File: src/hw/spims_cfg.svh
`ifndef SPIMS_CFG_SVH
`define SPIMS_CFG_SVH
// register offsets in data space
`define SPIMS_CTRL_OFS 8'h4C
`define SPIMS_STAT_OFS 8'h4D
`define SPIMS_DATA_OFS 8'h4E
// io space sits this far below data space
`define SPIMS_IO_SHIFT 8'h20
// reset values
`define SPIMS_CTRL_RST 8'h00
`define SPIMS_STAT_RST 8'h00
// status field positions
`define SPIMS_STAT_FLAG_BIT 7
`define SPIMS_STAT_WCOL_BIT 6
`define SPIMS_STAT_DBL_BIT 0
// half period of sck minus one, in core clocks
`define SPIMS_HALF_DIV2 6'h00
`define SPIMS_HALF_DIV4 6'h01
`define SPIMS_HALF_DIV8 6'h03
`define SPIMS_HALF_DIV16 6'h07
`define SPIMS_HALF_DIV32 6'h0F
`define SPIMS_HALF_DIV64 6'h1F
`define SPIMS_HALF_DIV128 6'h3F
// last edge index of a byte (16 edges)
`define SPIMS_LAST_EDGE 4'hF
// receive fifo shape
`define SPIMS_FIFO_DEPTH 8
`define SPIMS_FIFO_AW 3
`endif

File: src/hw/spims_pkg.sv
package spims_pkg;
	// control register layout, bit 7 down to 0
	typedef struct packed {
		logic spie; // xfer_irq_enable
		logic en; // unit_enable
		logic lsb_first; // bit_order_select
		logic master; // master_role_select
		logic cpol; // clock_idle_polarity
		logic cpha; // clock_sample_phase
		logic [1:0] rate; // rate_select_hi, rate_select_lo
	} spims_ctrl_type;
	// serial pins as seen from outside
	typedef struct packed {
		logic ss_n;
		logic miso;
		logic mosi;
		logic sck;
	} spims_pins_type;
	// transfer engine states
	typedef enum logic [1:0] {
		ST_IDLE,
		ST_MASTER,
		ST_SLAVE
	} spims_st_type;
endpackage : spims_pkg

File: src/hw/spims_sync.sv
`timescale 1ns/1ns
`default_nettype none
module spims_sync #(
	parameter int W = 4
) (
	input wire logic core_clk_i,
	input wire logic reset_n_i,
	input wire logic ce_i,
	input wire logic [W-1:0] async_i,
	output logic [W-1:0] sync_o
);
	// two stage synchroniser state
	typedef struct packed {
		logic [W-1:0] meta;
		logic [W-1:0] stable;
	} spims_sync_type;
	spims_sync_type sync_ff;
	spims_sync_type nxt_sync;
	// first stage feeds only the second
	always_comb begin
		nxt_sync = sync_ff;
		if (ce_i) begin
			nxt_sync.meta = async_i;
			nxt_sync.stable = sync_ff.meta;
		end
	end
	// register stage, idle high so select reads inactive
	always_ff @(posedge core_clk_i or negedge reset_n_i) begin
		if (!reset_n_i) begin
			sync_ff <= '1;
		end else begin
			sync_ff <= nxt_sync;
		end
	end
	assign sync_o = sync_ff.stable;
endmodule : spims_sync
`default_nettype wire

File: src/hw/spims_fifo.sv
`timescale 1ns/1ns
`default_nettype none
module spims_fifo #(
	parameter int WIDTH = 8,
	parameter int DEPTH = 8,
	parameter int AW = 3
) (
	input wire logic core_clk_i,
	input wire logic reset_n_i,
	input wire logic ce_i,
	input wire logic in_valid_i,
	output logic in_ready_o,
	input wire logic [WIDTH-1:0] in_data_i,
	output logic out_valid_o,
	input wire logic out_ready_i,
	output logic [WIDTH-1:0] out_data_o
);
	// whole fifo state including storage
	typedef struct packed {
		logic [DEPTH-1:0][WIDTH-1:0] mem;
		logic [AW-1:0] wptr;
		logic [AW-1:0] rptr;
		logic [AW:0] count;
		logic [WIDTH-1:0] head; // registered read data
	} spims_fifo_type;
	spims_fifo_type fifo_ff;
	spims_fifo_type nxt_fifo;
	logic do_push;
	logic do_pop;
	// pointer, count and head update
	always_comb begin
		nxt_fifo = fifo_ff;
		do_push = in_valid_i && in_ready_o;
		do_pop = out_ready_i && out_valid_o;
		if (ce_i) begin
			if (do_push) begin
				nxt_fifo.mem[fifo_ff.wptr] = in_data_i;
				nxt_fifo.wptr = AW'(fifo_ff.wptr + 1'b1);
			end
			if (do_pop) begin
				nxt_fifo.rptr = AW'(fifo_ff.rptr + 1'b1);
			end
			// count follows push and pop
			if (do_push && !do_pop) begin
				nxt_fifo.count = (AW+1)'(fifo_ff.count + 1'b1);
			end else if (do_pop && !do_push) begin
				nxt_fifo.count = (AW+1)'(fifo_ff.count - 1'b1);
			end
			// head shows next oldest word, bypassing a fresh write
			nxt_fifo.head = nxt_fifo.mem[nxt_fifo.rptr];
		end
	end
	// storage register
	always_ff @(posedge core_clk_i or negedge reset_n_i) begin
		if (!reset_n_i) begin
			fifo_ff <= '0;
		end else begin
			fifo_ff <= nxt_fifo;
		end
	end
	assign in_ready_o = (fifo_ff.count != (AW+1)'(DEPTH));
	assign out_valid_o = (fifo_ff.count != '0);
	assign out_data_o = fifo_ff.head;
endmodule : spims_fifo
`default_nettype wire

File: src/hw/spims_top.sv
`timescale 1ns/1ns
`default_nettype none
`include "spims_cfg.svh"
module spims_top (
	input wire logic core_clk_i,
	input wire logic reset_n_i,
	input wire logic ce_i,
	input wire logic [7:0] bus_addr_i,
	input wire logic bus_io_space_i,
	input wire logic bus_wr_i,
	input wire logic bus_rd_i,
	input wire logic [7:0] bus_wdata_i,
	output logic [7:0] bus_rdata_o,
	input wire logic gie_i,
	input wire logic irq_ack_i,
	output logic irq_o,
	input wire logic ddr_sck_i,
	input wire logic ddr_mosi_i,
	input wire logic ddr_miso_i,
	input wire logic ddr_ss_i,
	input wire logic sck_i,
	output logic sck_o,
	output logic sck_oe_n_o,
	input wire logic mosi_i,
	output logic mosi_o,
	output logic mosi_oe_n_o,
	input wire logic miso_i,
	output logic miso_o,
	output logic miso_oe_n_o,
	input wire logic ss_n_i
);
	// complete block state
	typedef struct packed {
		spims_pkg::spims_ctrl_type ctrl; // serial_port_control
		logic dbl; // double_rate_bit
		logic flag; // xfer_done_flag
		logic wcol; // write collision
		logic armed; // status read seen with flag or collision up
		spims_pkg::spims_st_type st;
		logic [5:0] div; // sck half period counter
		logic [3:0] edge_cnt; // sck edges in this byte
		logic [7:0] tx; // transmit shifter
		logic [7:0] rx; // receive shifter
		logic sck_prev; // last sampled sck in slave role
		logic start_pend; // master byte waiting to go
		logic push; // fifo push pulse
		logic [7:0] push_data;
		logic [7:0] rdata;
		logic irq;
		logic sck;
		logic sck_oe_n;
		logic mosi;
		logic mosi_oe_n;
		logic miso;
		logic miso_oe_n;
	} spims_state_type;
	spims_state_type state_ff;
	spims_state_type nxt_state;
	spims_pkg::spims_pins_type pins_raw; // pins before crossing
	spims_pkg::spims_pins_type pins_s; // pins after crossing
	logic fifo_in_ready;
	logic fifo_out_valid;
	logic fifo_pop;
	logic [7:0] fifo_head;
	// working values of the next-state process
	logic [7:0] eff_addr;
	logic hit_ctrl;
	logic hit_stat;
	logic hit_data;
	logic [5:0] half;
	logic tick;
	logic is_lead;
	logic sample;
	logic done;
	logic din;
	logic busy;
	logic [7:0] rx_new;

	assign pins_raw = '{ss_n: ss_n_i, miso: miso_i, mosi: mosi_i, sck: sck_i};

	// pin inputs cross into the core clock
	spims_sync #(
		.W(4)
	) u_sync (
		.core_clk_i(core_clk_i),
		.reset_n_i(reset_n_i),
		.ce_i(ce_i),
		.async_i(pins_raw),
		.sync_o(pins_s)
	);

	// received bytes queue; full stalls the next master byte
	spims_fifo #(
		.WIDTH(8),
		.DEPTH(`SPIMS_FIFO_DEPTH),
		.AW(`SPIMS_FIFO_AW)
	) u_rx_fifo (
		.core_clk_i(core_clk_i),
		.reset_n_i(reset_n_i),
		.ce_i(ce_i),
		.in_valid_i(state_ff.push),
		.in_ready_o(fifo_in_ready),
		.in_data_i(state_ff.push_data),
		.out_valid_o(fifo_out_valid),
		.out_ready_i(fifo_pop),
		.out_data_o(fifo_head)
	);

	// a data register read drains one byte
	assign fifo_pop = ce_i && bus_rd_i && hit_data;

	// address decode for both address spaces
	always_comb begin
		eff_addr = bus_io_space_i ? 8'(bus_addr_i + `SPIMS_IO_SHIFT) : bus_addr_i;
		hit_ctrl = (eff_addr == `SPIMS_CTRL_OFS);
		hit_stat = (eff_addr == `SPIMS_STAT_OFS);
		hit_data = (eff_addr == `SPIMS_DATA_OFS);
	end

	// sck half period from rate and double bits
	always_comb begin
		case ({state_ff.dbl, state_ff.ctrl.rate})
			3'b000: half = `SPIMS_HALF_DIV4;
			3'b001: half = `SPIMS_HALF_DIV16;
			3'b010: half = `SPIMS_HALF_DIV64;
			3'b011: half = `SPIMS_HALF_DIV128;
			3'b100: half = `SPIMS_HALF_DIV2;
			3'b101: half = `SPIMS_HALF_DIV8;
			3'b110: half = `SPIMS_HALF_DIV32;
			3'b111: half = `SPIMS_HALF_DIV64;
			default: half = `SPIMS_HALF_DIV4;
		endcase
	end

	// next state of registers, engine and pins
	always_comb begin
		nxt_state = state_ff;
		tick = 1'b0;
		is_lead = 1'b0;
		sample = 1'b0;
		done = 1'b0;
		din = 1'b0;
		rx_new = state_ff.rx;
		busy = (state_ff.st == spims_pkg::ST_MASTER) || state_ff.start_pend
			|| (state_ff.st == spims_pkg::ST_SLAVE && state_ff.edge_cnt != 4'h0);
		if (ce_i) begin
			nxt_state.push = 1'b0;
			nxt_state.sck_prev = pins_s.sck;
			// status then data access clears flag and collision
			if ((bus_rd_i || bus_wr_i) && hit_data && state_ff.armed) begin
				nxt_state.flag = 1'b0;
				nxt_state.wcol = 1'b0;
				nxt_state.armed = 1'b0;
			end
			// interrupt vector taken
			if (irq_ack_i) begin
				nxt_state.flag = 1'b0;
			end
			if (bus_rd_i && hit_stat) begin
				nxt_state.armed = state_ff.flag || state_ff.wcol;
			end
			// register writes
			if (bus_wr_i && hit_ctrl) begin
				nxt_state.ctrl = bus_wdata_i;
			end
			if (bus_wr_i && hit_stat) begin
				nxt_state.dbl = bus_wdata_i[`SPIMS_STAT_DBL_BIT];
			end
			if (bus_wr_i && hit_data) begin
				if (busy) begin
					nxt_state.wcol = 1'b1;
				end else begin
					nxt_state.tx = bus_wdata_i;
					nxt_state.start_pend = state_ff.ctrl.en && state_ff.ctrl.master;
				end
			end
			// engine
			if (!state_ff.ctrl.en) begin
				nxt_state.st = spims_pkg::ST_IDLE;
				nxt_state.edge_cnt = 4'h0;
				nxt_state.start_pend = 1'b0;
				// idle level follows a polarity written this cycle, no glitch on enable
				nxt_state.sck = nxt_state.ctrl.cpol;
			end else if (state_ff.ctrl.master && !ddr_ss_i && !pins_s.ss_n) begin
				// another master selected us: give up the bus
				nxt_state.ctrl.master = 1'b0;
				nxt_state.flag = 1'b1;
				nxt_state.st = spims_pkg::ST_IDLE;
				nxt_state.edge_cnt = 4'h0;
				nxt_state.start_pend = 1'b0;
				nxt_state.sck = nxt_state.ctrl.cpol;
			end else if (state_ff.ctrl.master) begin
				// select pin as output is not looked at here
				din = pins_s.miso;
				if (state_ff.st != spims_pkg::ST_MASTER) begin
					nxt_state.sck = nxt_state.ctrl.cpol;
					nxt_state.edge_cnt = 4'h0;
					nxt_state.div = 6'h00;
					nxt_state.st = spims_pkg::ST_IDLE;
					// start only while the queue has room
					if (state_ff.start_pend && fifo_in_ready) begin
						nxt_state.st = spims_pkg::ST_MASTER;
						nxt_state.start_pend = 1'b0;
					end
				end else if (state_ff.div == half) begin
					tick = 1'b1;
					nxt_state.div = 6'h00;
					nxt_state.sck = !state_ff.sck;
					is_lead = !state_ff.edge_cnt[0];
				end else begin
					nxt_state.div = 6'(state_ff.div + 1'b1);
				end
			end else begin
				din = pins_s.mosi;
				if (pins_s.ss_n) begin
					// deselected: passive, partial byte dropped
					nxt_state.st = spims_pkg::ST_IDLE;
					nxt_state.edge_cnt = 4'h0;
					nxt_state.rx = 8'h00;
				end else begin
					nxt_state.st = spims_pkg::ST_SLAVE;
					if (state_ff.st == spims_pkg::ST_SLAVE && pins_s.sck != state_ff.sck_prev) begin
						tick = 1'b1;
						is_lead = (state_ff.sck_prev == state_ff.ctrl.cpol);
					end
				end
			end
			// shared edge handling for both roles
			if (tick) begin
				sample = is_lead ^ state_ff.ctrl.cpha;
				if (sample) begin
					rx_new = state_ff.ctrl.lsb_first ? {din, state_ff.rx[7:1]}
						: {state_ff.rx[6:0], din};
				end else if (!(state_ff.ctrl.cpha && state_ff.edge_cnt == 4'h0)) begin
					// setup edge, opposite to sampling
					nxt_state.tx = state_ff.ctrl.lsb_first ? {1'b0, state_ff.tx[7:1]}
						: {state_ff.tx[6:0], 1'b0};
				end
				nxt_state.rx = rx_new;
				nxt_state.edge_cnt = 4'(state_ff.edge_cnt + 1'b1);
				if (state_ff.st == spims_pkg::ST_MASTER) begin
					// sixteen edges end the byte at idle level
					done = (state_ff.edge_cnt == `SPIMS_LAST_EDGE);
				end else begin
					done = sample && (state_ff.edge_cnt[3:1] == 3'h7);
				end
			end
			// byte complete
			if (done) begin
				nxt_state.flag = 1'b1;
				nxt_state.push = 1'b1;
				nxt_state.push_data = rx_new;
				nxt_state.edge_cnt = 4'h0;
				if (state_ff.st == spims_pkg::ST_MASTER) begin
					nxt_state.st = spims_pkg::ST_IDLE;
				end
			end
			// read data, one cycle after the strobe
			if (bus_rd_i) begin
				if (hit_ctrl) begin
					nxt_state.rdata = state_ff.ctrl;
				end else if (hit_stat) begin
					nxt_state.rdata = 8'h00;
					nxt_state.rdata[`SPIMS_STAT_FLAG_BIT] = state_ff.flag;
					nxt_state.rdata[`SPIMS_STAT_WCOL_BIT] = state_ff.wcol;
					nxt_state.rdata[`SPIMS_STAT_DBL_BIT] = state_ff.dbl;
				end else if (hit_data) begin
					nxt_state.rdata = fifo_head;
				end else begin
					nxt_state.rdata = 8'h00;
				end
			end
			// pin drivers, enables low while driving
			nxt_state.mosi = nxt_state.ctrl.lsb_first ? nxt_state.tx[0] : nxt_state.tx[7];
			nxt_state.miso = nxt_state.mosi;
			nxt_state.sck_oe_n = !(nxt_state.ctrl.en && nxt_state.ctrl.master && ddr_sck_i);
			nxt_state.mosi_oe_n = !(nxt_state.ctrl.en && nxt_state.ctrl.master && ddr_mosi_i);
			nxt_state.miso_oe_n = !(nxt_state.ctrl.en && !nxt_state.ctrl.master
				&& !pins_s.ss_n && ddr_miso_i);
			// interrupt request
			nxt_state.irq = nxt_state.flag && nxt_state.ctrl.spie && gie_i;
		end
	end

	// state register
	always_ff @(posedge core_clk_i or negedge reset_n_i) begin
		if (!reset_n_i) begin
			state_ff <= '0;
			state_ff.ctrl <= `SPIMS_CTRL_RST;
			state_ff.sck_oe_n <= 1'b1;
			state_ff.mosi_oe_n <= 1'b1;
			state_ff.miso_oe_n <= 1'b1;
		end else begin
			state_ff <= nxt_state;
		end
	end

	// outputs straight from the state register
	assign bus_rdata_o = state_ff.rdata;
	assign irq_o = state_ff.irq;
	assign sck_o = state_ff.sck;
	assign sck_oe_n_o = state_ff.sck_oe_n;
	assign mosi_o = state_ff.mosi;
	assign mosi_oe_n_o = state_ff.mosi_oe_n;
	assign miso_o = state_ff.miso;
	assign miso_oe_n_o = state_ff.miso_oe_n;
endmodule : spims_top
`default_nettype wire

File: config.mk
export PLATFORM = sky130hd
export DESIGN_NAME = spims_top
export DESIGN_NICKNAME = d
export VERILOG_FILES = /design/src/hw/spims_pkg.sv /design/src/hw/spims_sync.sv /design/src/hw/spims_fifo.sv /design/src/hw/spims_top.sv
export VERILOG_INCLUDE_DIRS = /design/src /design/src/hw
export SDC_FILE = /design/constraint.sdc
export NUM_CORES = 1
export LEC_CHECK = 0
export BUFFER_PORTS_ARGS = -buffer_cell sky130_fd_sc_hd__clkbuf_2
export CAP_MARGIN = 10
export CORE_MARGIN = 2
export CORE_UTILIZATION = 35
export DETAILED_ROUTE_END_ITERATION = 8
export GPL_ROUTABILITY_DRIVEN = 0
export PLACE_DENSITY_LB_ADDON = 0.1
export SETUP_SLACK_MARGIN = 0.1
export SLEW_MARGIN = 20
export SYNTH_ARGS = -nofsm -noshare
export SYNTH_HDL_FRONTEND = slang
export SYNTH_SLANG_ARGS = --single-unit
File: constraint.sdc
create_clock -name core_clk_i -period 6.2 [get_ports core_clk_i]
set_input_delay 0.31 -clock core_clk_i [delete_from_list [all_inputs] [get_ports core_clk_i]]
set_output_delay 0.31 -clock core_clk_i [all_outputs]
set_load 0.03 [all_outputs]
* Word-level counts from Yosys, hierarchy flattened *
Memory sizes are Yosys's and may differ from the RTL's.
Cells that the tools add are included.

storage, ports and cells
  memories = 1
  output and inout port bits = 15
  bits of input ports = 32
  ROM bits = 48
  register bits after elaboration = 155

operators by class
  order comparisons = 3
  add/subtract/negate cells = 7
  muxes and demuxes = 94
  reduce and logical (&&, ||, !) cells = 61
  bitwise operators = 2
  equal/unequal tests = 20

memories
  name              words  bits a word  rd ports  clocked after Yosys merged registers in  write ports  RTL line          text
  (name not given)  8      6            1         0                                        0            spims_top.sv:122  case ({state_ff.dbl, state_ff.ctrl.rate})

operators by type and width
  cell                                                        count
  two-way mux 8 bit                                           20
  two-way mux 67 bit                                          2
  bitwise mux 64 bit                                          1
  two-way mux 1 bit                                           47
  two-way mux 4 bit                                           8
  logical AND 1 bit                                           29
  binary-select mux 8 bit (select 3 bit)                      1
  demux 8 bit (select 3 bit)                                  1
  equality test 8 x 7 -> 1 bit, second input constant         3
  two-way mux 20 bit                                          1
  two-way mux 2 bit                                           7
  AND reduction 2 bit                                         7
  two-way mux 6 bit                                           2
  inequality test 6 x 2 -> 1 bit, second input constant       2
  zero test 1 bit                                             10
  inequality test 2 x 1 -> 1 bit, second input constant       5
  two-way mux 3 bit                                           3
  two-way mux 9 bit                                           1
  adder 4 x 1 -> 4 bit, second input constant                 2
  adder 8 x 6 -> 8 bit, second input constant                 1
  less-than comparator 3 x 4 -> 1 bit, second input constant  2
  nonzero test 2 bit                                          4
  nonzero test 4 bit                                          2
  adder 3 x 1 -> 3 bit, second input constant                 2
  other kinds (20)                                            24

* Longest topological paths before layout *
  depth in word-level cells = 17
  depth in mapped cells = 14

* Cells and area by module *
A second synthesis with hierarchy kept.

unflattened totals
  cells, all modules = 830
  area total of the unflattened synthesis = 8695.8 um^2

by module, submodules not included
  module      sequential area each (um^2)  times used  area each (um^2)  cells an instance
  spims_fifo  2052.0                       1           4366.7            399
  spims_top   1630.3                       1           3957.5            410
  spims_sync  210.2                        1           371.6             21

* Worst setup path before layout *
Ideal clock, no wire load.

  path type = in2reg
  start point = input bus_addr_i[5]
  end point = register u_rx_fifo.fifo_ff[11] (netlist bit)
  slack = 3.527 ns
  arrival time = 2.548 ns
  library setup time = 0.126 ns
  path buffers = 1
  data required time = 6.074 ns
  stages on the path = 14
  cells stage by stage = ha_1 -> a21boi_2 -> nor4_2 -> and2_4 -> buf_4 -> inv_1 -> ha_1 -> inv_1 -> ha_1 -> a21o_1 -> a21oi_1 -> xnor2_1 -> nor2_1 -> xor2_1

on the way
  longest elaborated chain between the ends = 9
  elaborated cells between the ends (all ways) = 11

ends and longest elaborated chain
  element                                   RTL line          text
  from (decl)                               spims_top.sv:8    input wire logic [7:0] bus_addr_i,
  adder 8 x 6 -> 8 bit (no line)            n/a
  two-way mux 8 bit *                       spims_top.sv:114  eff_addr = bus_io_space_i ? 8'(bus_addr_i + `SPIMS_IO_SHIFT) : bus_addr_i;
  equality test 8 x 7 -> 1 bit (no line) *  n/a
  logical AND 1 bit *                       spims_top.sv:110  assign fifo_pop = ce_i && bus_rd_i && hit_data;
  logical AND 1 bit *                       spims_fifo.sv:34  do_pop = out_ready_i && out_valid_o;
  zero test 1 bit                           spims_fifo.sv:44  if (do_push && !do_pop) begin
  logical AND 1 bit                         spims_fifo.sv:44
  nonzero test 2 bit (no line)              n/a
  AND reduction 2 bit (no line)             n/a
  to (signal assigned)                      spims_fifo.sv:58  fifo_ff <= nxt_fifo;
  to (decl)                                 spims_fifo.sv:26  spims_fifo_type fifo_ff;

Every way passes the cells marked *; elsewhere a longest branch is shown, timed or not.
A chain may end at the register's enable or synchronous reset.

* Final worst setup path *
  start point = input ce_i
  end point = register u_rx_fifo.fifo_ff, in the netlist u_rx_fifo.out_data_o[1]

on the way
  longest elaborated chain between the ends = 7

ends and longest elaborated chain
  element                                  RTL line          text
  from (decl)                              spims_top.sv:7    input wire logic ce_i,
  logical AND 1 bit (2 in a row)           spims_top.sv:110
  logical AND 1 bit                        spims_fifo.sv:34
  two-way mux 3 bit                        spims_fifo.sv:40  if (do_pop) begin
  two-way mux 3 bit                        spims_fifo.sv:35  if (ce_i) begin
  binary-select mux 8 bit (select 3 bit)   spims_fifo.sv:50  nxt_fifo.head = nxt_fifo.mem[nxt_fifo.rptr];
  two-way mux 8 bit (not written as such)  spims_fifo.sv:50

Several ways; a longest one is shown, not always the timed one. The select of a mux whose other input is x is not followed.

==> summary.txt <==
Timing
  • Skew final: 19.85 ps
  • Fin crit period: 3115 ps
  • Maximum clock rate: 321.0 MHz
  • Worst Max-Slew Pin Slew: between 1000 and 1500 ps
  • Max Transition Viols Final: 0
  • Relative slew slack: 0.2846
  • RSZ-0062 raised after global routing: false
  • Hold Vio Cnt, Final: 0
  • Setup TNS: 0 ps
  • Tcrit/Tclk final: 0.5025
  • Final setup viols: 0

Cells and area
  • Fraction of layout cells with a size suffix above 1: 0.2420
  • Ant diodes: 0
  • Fill cell count: 2486
  • Synthesis-to-finish area growth: 12.31%
  • Nets: 938

Worst setup path
  • Worst r2r src: state_ff[62]
  • Worst Path Arrival: 3470 ps
  • R2r endpoint: state_ff[17]
  • Crit start category: input port
  • Worst R2R Setup Slack: 3130 ps
  • CP most frequent cell: nand2b_1
  • Worst EP required: 6560 ps
  • Bufs and invs on worst path: 2
  • WS Path Type: input port to register
  • CP Capture Type: register
  • Crit Path Max Fanout: around 60
  • CP max stage delay: 590 ps
  • FF-to-FF path depth: 6
  • Crit path max-delay cell type: and2_1
  • CP Cell Sequence: clkbuf_2 > buf_4 > and2_1 > nand2b_1 > nor4_1 > nand2b_1 > mux2_2 > o221a_1 > o21ai_0 > a221o_1
  • CP delay by family, top: simple AND/OR/NAND/NOR gates

Detailed routing
  • # DRC: 0
  • Wirelength, routed: approximately 25000 um
  • WL/cell: between 20 and 25 um
  • DRT antenna net count: 0
  • Initial drt markers: 600
  • Via/cell ratio: 5.575
  • First drt pass iteration count: 5
  • Via count: about 7k

Logic synthesis
  • Prevailing post-synth register cell: dfrtp_1
  • Syn nets: 915
  • Post-synthesis async set-or-reset flop share: 1.000
  • Syn Std Cell Area: 8914 um^2
  • Post-synth cell types: 78
  • Number of synthesized flops with an enable pin: 0
  • Register bit total from synthesis: roughly 160
  • Ys Warns: 0
  • Cells after Synth: 873
  • Syn_area_per_cell: between 10 and 15 um^2
  • Seq/Total Area, Yosys: 0.4367

Min path
  • Hold Crit Class: input port to register
  • Min-delay src: sck_i
  • Hold depth: 2
  • Hold path endpoint: u_sync.sync_ff[4]

Die
  • Row Count: 58
  • Full die area: between 20000 and 30000 um^2
  • # IOs: 47
  • Starting density of the core: 0.3550
  • Die Height: 163.6 um
  • Die Width: 163.6 um
  • Core area: 25110 um^2

Power
  • PD cells: approximately 240 nW/um^2
  • Max VDD drop: 0.1519 mV
  • Leak pwr: 0.004204 uW
  • Overall Power: 2367 uW

Clocking
  • Inserted Clock Buffers: 17
  • Setup Fix Bufs, Post-CTS: 0
  • CTS tree: yes
  • H-tree Lvls: 4
  • Clock Path Buffers: 2
  • Root Buffer: clkbuf_16
  • Worst-Skew Late Latency: 440 ps
  • Clock sink count: 155
  • Worst-path clk slew: 70 ps

GRT
  • Pin count of the biggest net entering global routing: 98
  • Number of global-route vias before repair: 6672
  • Total track usage: 0.1922
  • Congestion Overflow GR: 0
  • Initial antenna violation count: 0
  • First-pass GRT wire length: a little under 40000 um

Placement
  • DPL Wire Length: 17310 um
  • Port bufs: 46

Outcome
  • Outcome: finished clean

Run
  • Maxcap violations: 0
[cells in the mapped netlist (10+ instances only)]
master | number | area share
nor2_1 | 61 | 0.026
buf_4 | 10 | 0.0084
a21oi_1 | 42 | 0.024
dfrtp_1 | 144 | 0.40
o21ai_0 | 50 | 0.028
nand3_1 | 15 | 0.0084
dfstp_2 | 11 | 0.032
nand2_1 | 73 | 0.031
buf_2 | 10 | 0.0056
mux2i_1 | 52 | 0.058
clkbuf_1 | 27 | 0.011
a211oi_1 | 16 | 0.013
nor2b_1 | 11 | 0.0077
nor3_1 | 29 | 0.016
nand2b_1 | 16 | 0.011
mux2_2 | 96 | 0.12
a22oi_1 | 10 | 0.0084
xnor2_1 | 11 | 0.011
inv_1 | 18 | 0.0076
[power breakdown]
part | switching [uW] | internal [uW]
Combinational | 143 | 82.4
Clock | 479 | 580
Sequential | 37.7 | 1040
Total | 659 | 1710
[how the worst max path moves through the flow]
stage             startpoint                 endpoint  cells past startpoint
4_1_cts         state_ff[62]             state_ff[16]                      6
6_report                ce_i  u_rx_fifo.out_data_o[1]                     10
3_5_place_dp            ce_i  u_rx_fifo.out_data_o[1]                     10
5_1_grt                 ce_i  u_rx_fifo.out_data_o[3]                     10
2_1_floorplan  bus_addr_i[5]    u_rx_fifo.fifo_ff[11]                     14
3_3_place_gp            ce_i  u_rx_fifo.out_data_o[1]                     10
[sequential cells by signal, indices dropped and copies added (netlist names)]
signal / count
u_rx_fifo.fifo_ff: 74
state_ff: 51
bus_rdata_o: 8
u_rx_fifo.out_data_o: 8
u_sync.sync_ff: 4
u_sync.sync_o: 4
irq_o: 1
miso_o: 1
miso_oe_n_o: 1
mosi_oe_n_o: 1
sck_o: 1
sck_oe_n_o: 1
[metrics by stage]
stage / instances / hold WS [ps] / worst slack (ps) / instance area [um^2] / utilization
detailed placement: 1204 / 452.9 / 2634 / 9380 / 0.3736
global placement: 1204 / 447.2 / 2722 / 9380 / 0.3736
global route: 1239 / 94.15 / 2816 / 10010 / 0.3987
CTS: 1239 / 90.93 / 2842 / 10000 / 0.3984
finish: 1239 / 111.5 / 3085 / 10010 / 0.3987
floorplan: 873 / 14.41 / 3527 / 8914 / -
[timing repair]
item                                   in CTS  in global routing
endpoints found under the hold margin       4                  0
hold buffers                                3                  0
gates resized for setup                     0                  0
[routing by layer]
| layer | up-vias | share of wire | GRT usage | routed length (um) |
|---|---|---|---|---|
| met2 | 143 | 0.46 | 0.2994 | 11300 |
| met1 | 3463 | 0.50 | 0.2784 | 12440 |
| li1 | 3282 | - | - | - |
| met4 | 0 | 0.0098 | 0.05223 | 244 |
| met3 | 19 | 0.033 | 0.02793 | 826 |
| met5 | - | 0 | 0 | 0 |
[placed cells by master, fill, tap and decap left out, types with 7 or more instances in the layout]
cell / count
a22oi_1: 10
nor3_1: 28
a211oi_1: 16
inv_1: 18
dfrtp_1: 144
nand3_1: 15
ha_1: 9
o211ai_1: 7
nand2b_1: 16
nand2_1: 73
xor2_1: 7
nor4_1: 8
o21ai_0: 50
mux2_2: 96
clkbuf_2: 45
nor2b_1: 11
a22o_1: 7
mux2i_1: 52
clkbuf_16: 17
nor2_1: 61
o221ai_1: 7
xnor2_1: 11
dfstp_2: 11
buf_4: 9
nand4_1: 7
a21oi_1: 42
o22ai_1: 9
[cell families after synthesis]
logic type,share of synthesized area
fa+ha+maj,0.01488
simple gates,0.1488
compound gates,0.1609
flops,0.4367
mux,0.1797
xor+xnor,0.02176
buf+inv,0.03734
[final cells by class]
type,instances,area [um^2],share of cell area
clock buffers,18,439.2,0.04387
repair buffers,58,334.1,0.03337
clock inverters,14,153.9,0.01537
well taps,330,412.9,0.04124
multi-input cells,645,4707,0.4702
inverters,19,71.32,0.007124
flip-flops and latches,155,3892,0.3888
(Power assumes the default switching activity.)
